**src/watchdog_reset_flag_defines.svh**
```systemverilog
// Register offsets, field positions and timing counts of the watchdog block
`ifndef WATCHDOG_RESET_FLAG_DEFINES_SVH
`define WATCHDOG_RESET_FLAG_DEFINES_SVH
`define WATCHDOG_RESET_FLAG_CAUSE_DATA_ADDR 8'h54
`define WATCHDOG_RESET_FLAG_CAUSE_IO_ADDR 6'h34
`define WATCHDOG_RESET_FLAG_IO_OFFSET 8'h20
`define WATCHDOG_RESET_FLAG_EXT_BASE 8'h60
`define WATCHDOG_RESET_FLAG_CTRL_DATA_ADDR 8'h60
`define WATCHDOG_RESET_FLAG_CAUSE_RESET 8'h00
`define WATCHDOG_RESET_FLAG_CTRL_RESET 8'h00
`define WATCHDOG_RESET_FLAG_BIT_DBG 4
`define WATCHDOG_RESET_FLAG_BIT_WDOG 3
`define WATCHDOG_RESET_FLAG_BIT_BOR 2
`define WATCHDOG_RESET_FLAG_BIT_EXT 1
`define WATCHDOG_RESET_FLAG_BIT_POR 0
`define WATCHDOG_RESET_FLAG_BIT_IRQF 7
`define WATCHDOG_RESET_FLAG_BIT_IRQE 6
`define WATCHDOG_RESET_FLAG_BIT_PS3 5
`define WATCHDOG_RESET_FLAG_BIT_CHGE 4
`define WATCHDOG_RESET_FLAG_BIT_RSTE 3
`define WATCHDOG_RESET_FLAG_CHG_CYCLES 3'd4
`define WATCHDOG_RESET_FLAG_MAX_CODE 4'h9
`define WATCHDOG_RESET_FLAG_BASE_TIMEOUT 2048
`endif

```
**src/watchdog_reset_flag_pkg.sv**
```systemverilog
// Types shared by the watchdog block
package watchdog_reset_flag_pkg;
    typedef enum logic [1:0] {
        WATCHDOG_RESET_FLAG_STOPPED = 2'b00,
        WATCHDOG_RESET_FLAG_IRQ = 2'b01,
        WATCHDOG_RESET_FLAG_RESET = 2'b10,
        WATCHDOG_RESET_FLAG_IRQ_RESET = 2'b11
    } watchdog_reset_flag_mode_t;
endpackage

```
**src/watchdog_reset_flag_watchdog.sv**
```systemverilog
// Watchdog timer control with reset-cause flag register
`timescale 1ns/1ns
`include "watchdog_reset_flag_defines.svh"

// Overview of operation
// Reset-cause register sits at data 0x54, I/O 0x34, resets to zero
// I/O accesses address registers below 0x60 at data offset minus 0x20
// Registers from 0x60 upward answer only data-space accesses
// Debug-port reset flag sets on debug reset, clears on power-on or zero write
// Watchdog reset flag sets on watchdog reset, clears on power-on or zero write
// Brown-out flag sets on brown-out reset, clears on power-on or zero write
// External flag sets on pin reset, clears on power-on or zero write
// Power-on flag sets on power-on, clears only by software zero write
// Control register at 0x60, resets zero, fixed bit layout
// Interrupt flag sets on timeout while interrupt action configured
// Interrupt flag clears on vector execution or software one write
// Interrupt requested only with global and watchdog enables both set
// Vector in combined mode clears enable and flag, leaving reset mode
// Combined mode second timeout before vector applies system reset
// Software re-enables interrupt after each combined-mode vector, outside service routine
// Unprogrammed fuse: reset and interrupt enables choose the mode
// Programmed fuse forces system reset mode regardless of enables
// Change-enable self-clears four clocks after being written one
// Reset-enable clear or prescaler change only while change-enable set
// Watchdog reset flag forces reset enable to one
// Prescale code 0 to 9 selects 2048 to 1048576 cycles, rest reserved
// Change sequence: write enables together, then new values in four clocks
// Counter counts slow oscillator ticks, restarts on restart instruction
// Reset-mode timeout emits a one-clock system reset pulse
// Programmed fuse holds reset enable one and interrupt enable zero
// Unused cause bits 7 to 5 read zero and ignore writes
module watchdog_reset_flag_watchdog
    import watchdog_reset_flag_pkg::*;
#(
    parameter int CNT_WIDTH = 21
) (
    // Clock and reset
    input wire logic clk,
    input wire logic rst,
    // CPU register access
    input wire logic [7:0] regAddr,
    input wire logic ioSpace,
    input wire logic regWrite,
    input wire logic regRead,
    input wire logic [7:0] regWdata,
    output logic [7:0] regRdata,
    // Reset sources and strap
    input wire logic powerOnReset,
    input wire logic externalReset,
    input wire logic brownoutReset,
    input wire logic debugReset,
    input wire logic failsafeAlwaysOnFuse,
    // CPU events
    input wire logic watchdogRestart,
    input wire logic irqVectorTaken,
    input wire logic globalIrqEnable,
    // Slow oscillator tick, one clock wide
    input wire logic slowTick,
    // Results
    output logic watchdogIrq,
    output logic watchdogSysReset,
    output logic [1:0] watchdogMode
);

    // Register state
    logic [4:0] cause_q;
    logic irqFlag_q;
    logic irqEnable_q;
    logic [3:0] prescale_q;
    logic changeEnable_q;
    logic resetEnable_q;
    logic [2:0] changeCnt_q;
    logic [CNT_WIDTH-1:0] count_q;
    // Decode and control terms
    logic [7:0] dataAddr;
    logic hitCause;
    logic hitCtrl;
    logic wrCause;
    logic wrCtrl;
    logic chgArm;
    logic chgClose;
    logic fuseOn;
    logic effRstEn;
    logic effIrqEn;
    watchdog_reset_flag_mode_t mode;
    logic timeout;
    logic [3:0] codeUsed;
    logic [CNT_WIDTH-1:0] limit;
    logic [7:0] ctrlView;
    logic [4:0] causeSet;
    logic [7:0] readMux;

    // Address decode; I/O space reaches only the low 64 locations
    always_comb begin
        // Data-space accesses use the address as given
        dataAddr = regAddr;
        hitCause = 1'b0;
        hitCtrl = 1'b0;
        if (ioSpace) begin
            dataAddr = {2'b00, regAddr[5:0]} + `WATCHDOG_RESET_FLAG_IO_OFFSET;
        end
        if (dataAddr == `WATCHDOG_RESET_FLAG_CAUSE_DATA_ADDR) begin
            hitCause = 1'b1;
        end else if (!ioSpace && dataAddr == `WATCHDOG_RESET_FLAG_CTRL_DATA_ADDR) begin
            // Extended space is out of reach of the short I/O form
            hitCtrl = 1'b1;
        end
    end

    // Write strobes per register
    assign wrCause = regWrite && hitCause;
    assign wrCtrl = regWrite && hitCtrl;

    // Window opens only on a write with change-enable and reset-enable together
    assign chgArm = wrCtrl && regWdata[`WATCHDOG_RESET_FLAG_BIT_CHGE] && regWdata[`WATCHDOG_RESET_FLAG_BIT_RSTE];
    // Any other control write while open uses the window up
    assign chgClose = wrCtrl && changeEnable_q && !chgArm;

    // Fuse and mode selection; a programmed fuse reads as zero
    assign fuseOn = !failsafeAlwaysOnFuse;
    assign effRstEn = fuseOn || resetEnable_q || cause_q[`WATCHDOG_RESET_FLAG_BIT_WDOG];
    assign effIrqEn = !fuseOn && irqEnable_q;
    assign mode = watchdog_reset_flag_mode_t'({effRstEn, effIrqEn});

    // Reserved codes clamp to the longest period so the timer never stalls
    always_comb begin
        if (prescale_q > `WATCHDOG_RESET_FLAG_MAX_CODE) begin
            codeUsed = `WATCHDOG_RESET_FLAG_MAX_CODE;
        end else begin
            codeUsed = prescale_q;
        end
    end

    // Base period shifted up once per code step
    assign limit = CNT_WIDTH'(`WATCHDOG_RESET_FLAG_BASE_TIMEOUT) << codeUsed;

    // Timeout on the tick that would take the count to the limit
    assign timeout = slowTick && (mode != WATCHDOG_RESET_FLAG_STOPPED) && (count_q >= limit - 1'b1);

    // Slow-tick counter; a shorter code without restart may time out at once
    always_ff @(posedge clk) begin
        // Restart and timeout both begin a fresh period
        if (rst || watchdogRestart || timeout) begin
            count_q <= '0;
        end else if (slowTick && mode != WATCHDOG_RESET_FLAG_STOPPED) begin
            count_q <= count_q + 1'b1;
        end
    end

    // Hardware set events, one per cause bit; power-on is handled apart
    always_comb begin
        causeSet = 5'b0_0000;
        causeSet[`WATCHDOG_RESET_FLAG_BIT_DBG] = debugReset;
        causeSet[`WATCHDOG_RESET_FLAG_BIT_WDOG] = watchdogSysReset;
        causeSet[`WATCHDOG_RESET_FLAG_BIT_BOR] = brownoutReset;
        causeSet[`WATCHDOG_RESET_FLAG_BIT_EXT] = externalReset;
    end

    // Reset-cause flags; a set beats a same-cycle software clear
    always_ff @(posedge clk) begin
        if (rst) begin
            cause_q <= 5'(`WATCHDOG_RESET_FLAG_CAUSE_RESET);
        end else if (powerOnReset) begin
            // Power-on marks itself and wipes every other cause
            cause_q <= 5'b0_0001;
        end else begin
            // Writing one never sets a flag, so the write is an AND
            cause_q <= (wrCause ? regWdata[4:0] & cause_q : cause_q) | causeSet;
        end
    end

    // Change-enable flag and its four-clock window counter
    always_ff @(posedge clk) begin
        if (rst) begin
            changeEnable_q <= 1'b0;
            changeCnt_q <= 3'd0;
        end else if (chgArm) begin
            changeEnable_q <= 1'b1;
            changeCnt_q <= `WATCHDOG_RESET_FLAG_CHG_CYCLES;
        end else if (chgClose) begin
            changeEnable_q <= 1'b0;
            changeCnt_q <= 3'd0;
        end else if (changeCnt_q != 3'd0) begin
            // Drops on the fourth edge after the opening write
            changeCnt_q <= changeCnt_q - 3'd1;
            changeEnable_q <= (changeCnt_q != 3'd1);
        end
    end

    // Reset enable; only a write inside the window may clear it
    always_ff @(posedge clk) begin
        if (rst) begin
            resetEnable_q <= 1'b0;
        end else if (wrCtrl) begin
            // Setting needs no window
            if (regWdata[`WATCHDOG_RESET_FLAG_BIT_RSTE]) begin
                resetEnable_q <= 1'b1;
            end else if (changeEnable_q && !cause_q[`WATCHDOG_RESET_FLAG_BIT_WDOG]) begin
                // Watchdog reset flag must be cleared first
                resetEnable_q <= 1'b0;
            end
        end
    end

    // Prescaler; outside the window writes leave it alone
    always_ff @(posedge clk) begin
        if (rst) begin
            prescale_q <= 4'h0;
        end else if (wrCtrl && changeEnable_q) begin
            prescale_q <= {regWdata[`WATCHDOG_RESET_FLAG_BIT_PS3], regWdata[2:0]};
        end
    end

    // Interrupt enable; the vector in combined mode drops back to reset-only
    always_ff @(posedge clk) begin
        if (rst) begin
            irqEnable_q <= 1'b0;
        end else if (irqVectorTaken && mode == WATCHDOG_RESET_FLAG_IRQ_RESET) begin
            // Software must set it again to stay in combined mode
            irqEnable_q <= 1'b0;
        end else if (wrCtrl) begin
            irqEnable_q <= regWdata[`WATCHDOG_RESET_FLAG_BIT_IRQE];
        end
    end

    // Interrupt flag; a timeout set wins over a vector or a written one
    always_ff @(posedge clk) begin
        if (rst) begin
            irqFlag_q <= 1'b0;
        end else if (timeout && effIrqEn && !(mode == WATCHDOG_RESET_FLAG_IRQ_RESET && irqFlag_q)) begin
            irqFlag_q <= 1'b1;
        end else if (irqVectorTaken) begin
            irqFlag_q <= 1'b0;
        end else if (wrCtrl && regWdata[`WATCHDOG_RESET_FLAG_BIT_IRQF]) begin
            irqFlag_q <= 1'b0;
        end
    end

    // Reset pulse: reset-only mode, or combined mode with flag still pending
    always_ff @(posedge clk) begin
        if (rst) begin
            watchdogSysReset <= 1'b0;
        end else begin
            // Counter restarts on timeout, so the pulse lasts one clock
            watchdogSysReset <= timeout && ((mode == WATCHDOG_RESET_FLAG_RESET)
                || (mode == WATCHDOG_RESET_FLAG_IRQ_RESET && irqFlag_q));
        end
    end

    // Interrupt request gated by both enables
    always_ff @(posedge clk) begin
        if (rst) begin
            watchdogIrq <= 1'b0;
        end else begin
            // Registered, so the request trails the flag by one clock
            watchdogIrq <= irqFlag_q && effIrqEn && globalIrqEnable;
        end
    end

    // Mode as seen by the rest of the chip
    always_ff @(posedge clk) begin
        if (rst) begin
            watchdogMode <= 2'b00;
        end else begin
            // Effective mode, so a programmed fuse shows as reset-only
            watchdogMode <= mode;
        end
    end

    // Control view shows the effective enables, not the stored ones
    always_comb begin
        ctrlView = 8'h00;
        ctrlView[`WATCHDOG_RESET_FLAG_BIT_IRQF] = irqFlag_q;
        ctrlView[`WATCHDOG_RESET_FLAG_BIT_IRQE] = effIrqEn;
        ctrlView[`WATCHDOG_RESET_FLAG_BIT_PS3] = prescale_q[3];
        ctrlView[`WATCHDOG_RESET_FLAG_BIT_CHGE] = changeEnable_q;
        ctrlView[`WATCHDOG_RESET_FLAG_BIT_RSTE] = effRstEn;
        ctrlView[2:0] = prescale_q[2:0];
    end

    // Read multiplexer; unmapped addresses read zero
    always_comb begin
        if (hitCause) begin
            readMux = {3'b000, cause_q};
        end else if (hitCtrl) begin
            readMux = ctrlView;
        end else begin
            readMux = 8'h00;
        end
    end

    // Read data register; zero between reads so stale data never lingers
    always_ff @(posedge clk) begin
        if (rst) begin
            regRdata <= `WATCHDOG_RESET_FLAG_CTRL_RESET;
        end else if (regRead) begin
            regRdata <= readMux;
        end else begin
            regRdata <= 8'h00;
        end
    end

endmodule

```
**config.mk**
```make
export PLATFORM = sky130hd
export DESIGN_NAME = watchdog_reset_flag_watchdog
export DESIGN_NICKNAME = d
export VERILOG_FILES = /design/src/watchdog_reset_flag_pkg.sv /design/src/watchdog_reset_flag_watchdog.sv
export VERILOG_INCLUDE_DIRS = /design/src
export SDC_FILE = /design/constraint.sdc
export NUM_CORES = 1
export LEC_CHECK = 0
export CORE_ASPECT_RATIO = 1.2
export CORE_MARGIN = 1
export CORE_UTILIZATION = 30
export DETAILED_ROUTE_END_ITERATION = 16
export DONT_BUFFER_PORTS = 1
export MAX_ROUTING_LAYER = met4
export PLACE_DENSITY = 0.45
export SKIP_CTS_REPAIR_TIMING = 1
export SLEW_MARGIN = 10
export SYNTH_ARGS = -nofsm -noshare
export SYNTH_HDL_FRONTEND = slang
export SYNTH_SLANG_ARGS = --single-unit
```
**constraint.sdc**
```tcl
create_clock -name clk -period 6.3 [get_ports clk]
set_input_delay 0.945 -clock clk [delete_from_list [all_inputs] [get_ports clk]]
set_output_delay 0.945 -clock clk [all_outputs]
set_load 0.05 [all_outputs]
```
==> impl_metrics.py, run 1 <==
metrics = {
    "critical_path": {
        "crit_path_cell_trace": "or2_2, nand2b_1, ha_1, nor3_1, a21o_1, a32oi_1, ha_1, a21oi_1, o21ai_0, or3_1, o32a_4, nor2_1",
        "crit_type": "flop to flop",
        "cp.required_ps": 6540,
        "r2r_cells": 12,
        "cp.arrival_ps": 3040,
        "critPathSlowestCell": "dfxtp_1",
        "critPathMaxFanout": 21,
        "max_stage_delay_ps": 370,
        "r2r_slack_ps": 3500,
        "end_kind": "flop",
        "timing.critical_path.mode_cell": "ha_1",
        "critPathLaunchType": "flop",
    },
    "synthesis": {
        "yosys_warnings": 0,
        "yosysTopAreaCell": "dfxtp_1",
        "synth_xor_area_frac": 0.0808,
        "synthArstFlopShare": 0,
        "synth_seq_cells": 49,
        "synth_compound_area_frac": 0.125,
        "synth_edf_count": 0,
        "synthAdderAreaFrac": 0.0787,
        "synth.top_cell.area_share": 0.411,
        "synth-seq-area-share": 0.411,
        "syn-num-nets": 315,
        "synthMuxAreaShare": 0.0131,
        "dominantRegCellSynth": "dfxtp_1",
        "syn-cell-area_sq_um": 2390,
        "synth-simple-area-share": 0.246,
        "synth.distinct_cells": 38,
        "synthCells": 270,
        "synth_area_per_cell_sq_um": 8.84,
        "synth_top_family_by_area": "simple AND/OR/NAND/NOR gates",
        "synth.area.top_cells": "dfxtp_1 (41%), ha_1 (7.9%), xor2_1 (7.0%), nor2_1 (4.2%), a21oi_1 (4.2%)",
    },
    "power": {
        "p_seq_frac": 0.525,
        "vdd_ir_drop_max_v": 0.000143,
        "combPwrFrac": 0.108,
        "p_per_area_nw_per_um2": 254,
        "p_sw_frac": 0.248,
        "p_switching_w": 0.000161,
        "power_leakage_nw": 0.937,
        "power.internal_w": 0.000487,
        "clock_power_share": 0.367,
    },
    "drt": {
        "wl_per_cell_um": 14.1,
        "postRouteAntennaNets": 0,
        "wirelength_um": 5090,
        "vias": 1810,
        "via_per_inst": 5.01,
        "dr.pass1.iters": 4,
        "drt_iter0_markers": 71,
        "drc": 0,
    },
    "finish": {
        "diodes": 0,
        "drive_gt1_frac": 0.0706,
        "stdcell_count": 361,
        "num-fill-cells": 833,
        "fin_nets": 313,
        "syn2layout_area_growth_pct": 6.92,
    },
    "grt": {
        "grt.met3_usage": 0.0257,
        "grt_max_degree": 22,
        "grt_pass1_wl_um": 8490,
        "track_usage": 0.131,
        "grt_use_met2": 0.221,
        "grt_overflow": 0,
        "met1_usage": 0.157,
        "first_global_vias": 1750,
        "top_usage_layer": "met2",
        "antenna_found_initial": 0,
    },
    "cts": {
        "cts_buffer_depth": 2,
        "tritoncts_num_sinks": 49,
        "tritoncts": "yes",
        "cts_root_buffer": "clkbuf_8",
        "h-tree-depth": 2,
        "clk_latency_ps": 300,
        "clk_pin_slew_ps": 90,
        "cts_buffers": 5,
    },
    "die": {
        "rows": 35,
        "die_area_sq_um": 8320,
        "start_util": 0.310,
        "ioPinCount": 42,
        "die_h_um": 99.7,
        "coreArea_sq_um": 7710,
        "die_x_um": 83.4,
    },
    "job": {
        "cap_viol_max_count": 0,
    },
    "timing": {
        "maxSlewViolCount": 0,
        "fin_skew_ps": 6.28,
        "maxSlewHeadroom": 0.650,
        "final-hold-violation-count": 0,
        "worst_pin_slew_ps": 524,
        "tns_ps": 0,
        "layout_min_cycle_time_ps": 2800,
        "max_freq_ghz": 0.357,
        "rsz0062_at_grt": "no",
        "post-route-period-util": 0.444,
        "setup_viol": 0,
    },
    "worst_hold_path": {
        "hp-class": "flop to flop",
        "min_path_cells": 1,
    },
    "placed_design": {
        "place_congestion": 0.742,
        "place_inst": 353,
        "dp_hpwl_um": 3880,
        "numPortBuffers": 0,
    },
    "outcome": {
        "status": "complete, no violations",
    },
}
-- cells by family after synthesis --
kind of cell	count (synthesis)
and+or+nand+nor	111
AOI/OAI and AO/OA	50
DFF	49
xor gates and xnor gates	22
buffers and inverters	19
adders and majority gates	15
muxes	3
other	1
-- layer usage --
layer / vias to the layer above / part of all wire
met5: - / 0
met4: 0 / 0.014
met3: 6 / 0.034
met2: 32 / 0.48
met1: 837 / 0.47
li1: 935 / -
-- synthesized netlist by cell type, types with 6 or more instances --
cell type / n
inv_1: 10
nor2_1: 27
nor3_1: 6
nand4_1: 8
nand2_1: 21
nand3_1: 15
ha_1: 15
o21ai_0: 19
xor2_1: 19
dfxtp_1: 49
a21oi_1: 20
-- cell type report --
type                            instances  area, sq um  area share
Inverter                               10         37.5      0.0147
Clock buffer                            7         86.3      0.0338
Tap cell                               92          115      0.0451
Sequential cell                        49          981       0.385
Clock inverter                          1         30.0      0.0118
Multi-Input combinational cell        202         1300       0.510
-- flip-flops by register name (all words and copies together), names as in the netlist, 2 cells and up --
name / cells
count_q: 21
regRdata: 8
cause_q: 5
watchdogMode: 2
changeCnt_q: 3
prescale_q: 4
-- critical path, delay by kind of cell, from the launching register on --
kind	cells	cell delay, ps
AOI/OAI and AO/OA	5	800
adders and majority gates	2	440
DFF	1	370
and+or+nand+nor	5	1120
-- cell usage in the layout, fill, tap and decap left out, types with 6 or more instances in the layout --
cell type,instances
ha_1,15
o21ai_0,19
nand3_1,15
nand2_1,21
dfxtp_1,49
xor2_1,19
nor3_1,6
a21oi_1,20
inv_1,10
clkbuf_8,6
nand4_1,8
nor2_1,27
-- power groups by stage --
stage	Combinational (W)	Clock, W	Sequential (W)
after floorplan	0.0000700	0	0.000339
final	0.0000700	0.000238	0.000340
after global placement	0.0000702	0	0.000348
after CTS	0.0000715	0.000245	0.000341
after detailed placement	0.0000708	0	0.000348
after global routing	0.0000804	0.000255	0.000343
-- metrics by stage --
step	total power (W)	hold WS, ps	cell area, sq um	util	worst slack, ps
2_1_floorplan	0.000409	436	2390	-	3740
3_3_place_gp	0.000419	465	2430	0.316	3590
3_5_place_dp	0.000419	450	2430	0.316	3530
4_1_cts	0.000657	481	2550	0.331	3490
5_1_grt	0.000678	496	2550	0.331	3270
6_report	0.000648	478	2550	0.331	3500
-- worst paths after layout --
check | startpoint | endpoint
setup reg to reg | prescale_q[0] | count_q[18]
hold reg to reg | cause_q[4] | regRdata[4]
setup / recovery | prescale_q[0] | count_q[18]
hold / removal | cause_q[4] | regRdata[4]
Note: power is estimated with default switching activity, not from simulation.
==> inputs of run 2 (changes only) <==
- PLACE_DENSITY: 0.45 -> 0.46
- clock period: 6.3 -> 2.25 ns (I/O delays scaled with it)
==> run 2 against run 1 <==
Final cell count increased by 4.7%. Sequential share of layout area is 3.4 points lower. Die area did not move. Final area increased by 10%. Global-route usage increased by 0.53 points. First-iteration DRC count decreased by 7.0%. Worst setup slack got worse by 3700 ps. The flow now finishes with violations (setup timing). Worst hold slack worse by 400 ps. Total power grew to 2.8 times the previous value.
==> impl_metrics.py, run 2 (same netlist as run 1, synthesis figures left out) <==
metrics = {
    "finish": {
        "stdcell_count": 378,
        "final_cell_mix": "dfxtp_1 (47), nand2_1 (21), xor2_1 (19), a21oi_1 (18), nor2_1 (18)",
        "largest_reg_flops": 21,
        "syn2layout_area_growth_pct": 17.6,
        "drive_gt1_frac": 0.192,
        "diodes": 0,
        "reg_top3": "count_q: 21 flops, regRdata: 8 flops, cause_q: 5 flops",
        "fin_nets": 330,
        "largest-register": "count_q",
        "final_common_cell": "dfxtp_1",
        "num-fill-cells": 795,
    },
    "timing": {
        "setup_viol": 23,
        "fin_skew_ps": 9.64,
        "layout_min_cycle_time_ps": 2420,
        "fin_ws_ps": -173,
        "maxSlewViolCount": 0,
        "hold_ws_ps": 80.0,
        "final-hold-violation-count": 0,
        "max_freq_ghz": 0.413,
        "post-route-period-util": 1.08,
        "worst_pin_slew_ps": 586,
        "rsz0062_at_grt": "yes",
        "maxSlewHeadroom": 0.609,
    },
    "critical_path": {
        "cp.required_ps": 2450,
        "cp.arrival_ps": 2620,
        "crit_type": "flop to flop",
        "critPathMaxFanout": 6,
        "r2r_cells": 12,
        "end_kind": "flop",
        "r2r_end": "count_q[15]",
        "timing.rr.start": "prescale_q[1]",
        "critPathLaunchType": "flop",
        "r2r_slack_ps": -170,
    },
    "placed_design": {
        "place_congestion": 0.764,
        "dp_hpwl_um": 3960,
        "place_inst": 365,
        "numPortBuffers": 0,
    },
    "worst_hold_path": {
        "min_path_cells": 1,
        "hold_end": "prescale_q[1]",
        "hp-class": "input pin to flop",
        "holdCritStartpoint": "rst",
    },
    "drt": {
        "drt_iter0_markers": 66,
        "drc": 0,
        "via_per_inst": 5.03,
        "wirelength_um": 5580,
        "wl_per_cell_um": 14.8,
        "dr.pass1.iters": 4,
        "vias": 1900,
        "postRouteAntennaNets": 0,
    },
    "die": {
        "coreArea_sq_um": 7710,
        "die_area_sq_um": 8320,
        "die_x_um": 83.4,
        "start_util": 0.310,
        "die_h_um": 99.7,
        "ioPinCount": 42,
        "rows": 35,
    },
    "cts": {
        "h-tree-depth": 2,
        "cts_root_buffer": "clkbuf_8",
        "clk_latency_ps": 300,
        "tritoncts": "yes",
        "clk_pin_slew_ps": 90,
        "cts_buffer_depth": 2,
        "cts_buffers": 5,
        "tritoncts_num_sinks": 49,
    },
    "job": {
        "cap_viol_max_count": 0,
    },
    "grt": {
        "grt_pass1_wl_um": 8870,
        "first_global_vias": 1886,
        "grt_overflow": 0,
        "grt_max_degree": 22,
        "track_usage": 0.136,
        "antenna_found_initial": 0,
    },
    "power": {
        "vdd_ir_drop_max_v": 0.000439,
        "p_total_w": 0.00182,
        "p_per_area_nw_per_um2": 650,
        "power_leakage_nw": 1.03,
    },
    "outcome": {
        "violations": "setup timing",
        "status": "finished, violations left",
    },
}
-- run 2: cell count changes in the layout (fill, tap and decap cells not counted), moves of 3 or more --
cell	previous run	this run
buf_4	0	14
nor2_1	27	18
nor2_2	4	10
nor2_4	0	3
o21ai_0	19	16
-- run 2: power by group --
part	internal [W]	total (W)	switching [W]
combinational	0.000104	0.000216	0.000112
clock	0.000363	0.000654	0.000291
sequential	0.000906	0.000953	0.0000468
-- run 2: worst max-delay path by stage --
stage	startpoint	end	depth (start not counted)
final	prescale_q[1]	count_q[15]	12
after global routing	prescale_q[1]	count_q[15]	12
after CTS	prescale_q[1]	count_q[15]	11
after detailed placement	prescale_q[1]	count_q[11]	11
after global placement	prescale_q[1]	count_q[18]	11
after floorplan	prescale_q[0]	count_q[0]	13
-- run 2: metal layers --
metal,vias to the layer above,share of wire,global-route usage
li1,977,-,-
met1,874,0.46,0.170
met2,41,0.48,0.221
met3,8,0.045,0.0282
met4,0,0.015,0.0443
met5,-,0,-
-- run 2: layout make-up --
| cell class | instances | area (sq um) | area share |
|---|---|---|---|
| sequential | 49 | 983 | 0.351 |
| multi-input combinational | 205 | 1450 | 0.516 |
| clock buffer | 7 | 86.3 | 0.0308 |
| timing repair buffer | 14 | 105 | 0.0375 |
| inverter | 10 | 37.5 | 0.0134 |
| clock inverter | 1 | 30.0 | 0.0107 |
| tap | 92 | 115 | 0.0410 |
-- run 2: critical path: stages (launching register included) --
cell,delay [ps]
dfxtp_2,340
or2_4,220
nand2b_4,150
ha_4,180
xor2_1,160
ha_1,280
nand4_1,110
nor3_1,140
a21oi_1,110
a21oi_2,200
buf_4,140
o32a_4,240
nor2_2,50
-- run 2: stage by stage --
| stage | cell area [sq um] | util | setup TNS, ps | setup slack, ps |
|---|---|---|---|---|
| floorplan | 2430 | - | -1910 | -99.9 |
| global placement | 2570 | 0.333 | -3910 | -181 |
| detailed placement | 2570 | 0.333 | -5060 | -236 |
| CTS | 2680 | 0.348 | -5690 | -266 |
| global route | 2810 | 0.364 | -6220 | -305 |
| finish | 2810 | 0.364 | -3680 | -173 |
==> inputs of run 3 (changes only) <==
- PLACE_DENSITY: 0.46 -> unset
==> run 3 against run 2 <==
The flow still finishes with violations (setup timing). Final cell count down 0.79%. Non-clock buffer count down 3. Via count up 3.1%. Critical path depth stayed put. Total power down 1.3%. Final area down 0.22%. Sequential cell count unchanged. Global-route usage fell by 0.63 points. Register-to-register slack better by 20 ps. Largest power group unchanged. Clock power is 3.4% lower. Fmax rose by 0.79%. Worst setup slack gained 19 ps.
==> impl_metrics.py, run 3 (same netlist as run 1, synthesis figures left out) <==
metrics = {
    "timing": {
        "maxSlewViolCount": 0,
        "post-route-period-util": 1.07,
        "final-hold-violation-count": 0,
        "layout_min_cycle_time_ps": 2400,
        "setup_viol": 23,
        "fin_ws_ps": -155,
        "fin_skew_ps": 10.1,
        "max_freq_ghz": 0.416,
        "worst_pin_slew_ps": 574,
        "rsz0062_at_grt": "yes",
        "maxSlewHeadroom": 0.617,
    },
    "drt": {
        "wl_per_cell_um": 14.7,
        "drt_iter0_markers": 124,
        "drc": 0,
        "dr.pass1.iters": 4,
        "postRouteAntennaNets": 0,
        "wirelength_um": 5520,
        "via_per_inst": 5.22,
        "vias": 1958,
    },
    "cts": {
        "clk_pin_slew_ps": 100,
        "cts_buffer_depth": 2,
        "tritoncts_num_sinks": 49,
        "tritoncts": "yes",
        "clk_latency_ps": 300,
        "cts_buffers": 5,
        "cts_root_buffer": "clkbuf_8",
        "h-tree-depth": 2,
    },
    "die": {
        "ioPinCount": 42,
        "coreArea_sq_um": 7710,
        "start_util": 0.310,
        "die_h_um": 99.7,
        "die_area_sq_um": 8320,
        "rows": 35,
        "die_x_um": 83.4,
    },
    "placed_design": {
        "pre_cts_ws_ps": -200,
        "dpl-instance-area_sq_um": 2550,
        "place_inst": 363,
        "numPortBuffers": 0,
        "place_congestion": 0.773,
        "dp_hpwl_um": 3890,
    },
    "power": {
        "power_leakage_nw": 1.01,
        "vdd_ir_drop_max_v": 0.000327,
        "p_per_area_nw_per_um2": 643,
    },
    "finish": {
        "drive_gt1_frac": 0.194,
        "largest-register": "count_q",
        "diodes": 0,
        "num-fill-cells": 823,
        "fin_area_sq_um": 2800,
        "stdcell_count": 375,
        "syn2layout_area_growth_pct": 17.3,
        "final_common_cell": "dfxtp_1",
        "fin_nets": 327,
        "reg_top3": "count_q: 21 flops, regRdata: 8 flops, cause_q: 5 flops",
        "final_cell_mix": "dfxtp_1 (48), nand2_1 (21), xor2_1 (19), a21oi_1 (18), o21ai_0 (17)",
        "largest_reg_flops": 21,
    },
    "critical_path": {
        "r2r_cells": 12,
        "cp.required_ps": 2500,
        "crit_type": "flop to flop",
        "end_kind": "flop",
        "critPathLaunchType": "flop",
        "cp.arrival_ps": 2660,
        "critPathMaxFanout": 6,
    },
    "grt": {
        "first_global_vias": 1861,
        "track_usage": 0.130,
        "grt_max_degree": 22,
        "antenna_found_initial": 0,
        "grt_overflow": 0,
        "grt_pass1_wl_um": 8590,
    },
    "job": {
        "cap_viol_max_count": 0,
    },
    "worst_hold_path": {
        "hp-class": "input pin to flop",
        "min_path_cells": 1,
    },
    "outcome": {
        "status": "finished, violations left",
        "violations": "setup timing",
    },
}
## run 3: per-layer routing
metal | track usage | routed length, um | up-vias
li1 | - | - | 973
met1 | 0.157 | 2470 | 934
met2 | 0.222 | 2720 | 45
met3 | 0.0232 | 263 | 6
met5 | - | 0 | -
met4 | 0.0391 | 68 | 0
## run 3: through the flow
stage | TNS [ps] | hold slack, ps | utilization | power, W
global placement | -3400 | 402 | 0.331 | 0.00116
floorplan | -1910 | 418 | - | 0.00114
detailed placement | -4090 | 404 | 0.331 | 0.00117
global route | -4670 | 73.4 | 0.363 | 0.00190
CTS | -4610 | 77.7 | 0.346 | 0.00181
finish | -2650 | 86.9 | 0.363 | 0.00180
## run 3: critical path, cell delays in order, from the launching register on
cell      delay [ps]
dfxtp_2          320
or2_4            240
nand2b_4         150
ha_4             170
nor3_2           100
a21o_1           100
a32oi_1          100
ha_2             190
a21oi_2          120
o21ai_2           60
or3_4            380
o32a_4           300
nor2_2           120
## run 3: power by group
part           internal [W]  switching [W]  leakage [nW]
Sequential         0.000906      0.0000445         0.397
Clock              0.000333       0.000299        0.0585
Combinational      0.000105       0.000113         0.559
Total               0.00134       0.000456          1.01
## run 3: path summary, 6_finish.rpt
| check | start | to | slack (ps) |
|---|---|---|---|
| setup reg to reg | prescale_q[0] | count_q[17] | -150 |
| hold reg to reg | cause_q[4] | cause_q[4] | 480 |
| hold / removal | rst | changeCnt_q[2] | 90 |
| setup / recovery | prescale_q[0] | count_q[17] | -150 |
## run 3: cell type report
cell class                 count  area, sq um  share of cell area
tap                           92          115              0.0411
clock buffer                   5         68.8              0.0246
inverter                      10         37.5              0.0134
sequential                    49          982               0.351
multi-input combinational    205         1470               0.523
clock inverter                 3         43.8              0.0156
timing repair buffer          11         86.3              0.0308
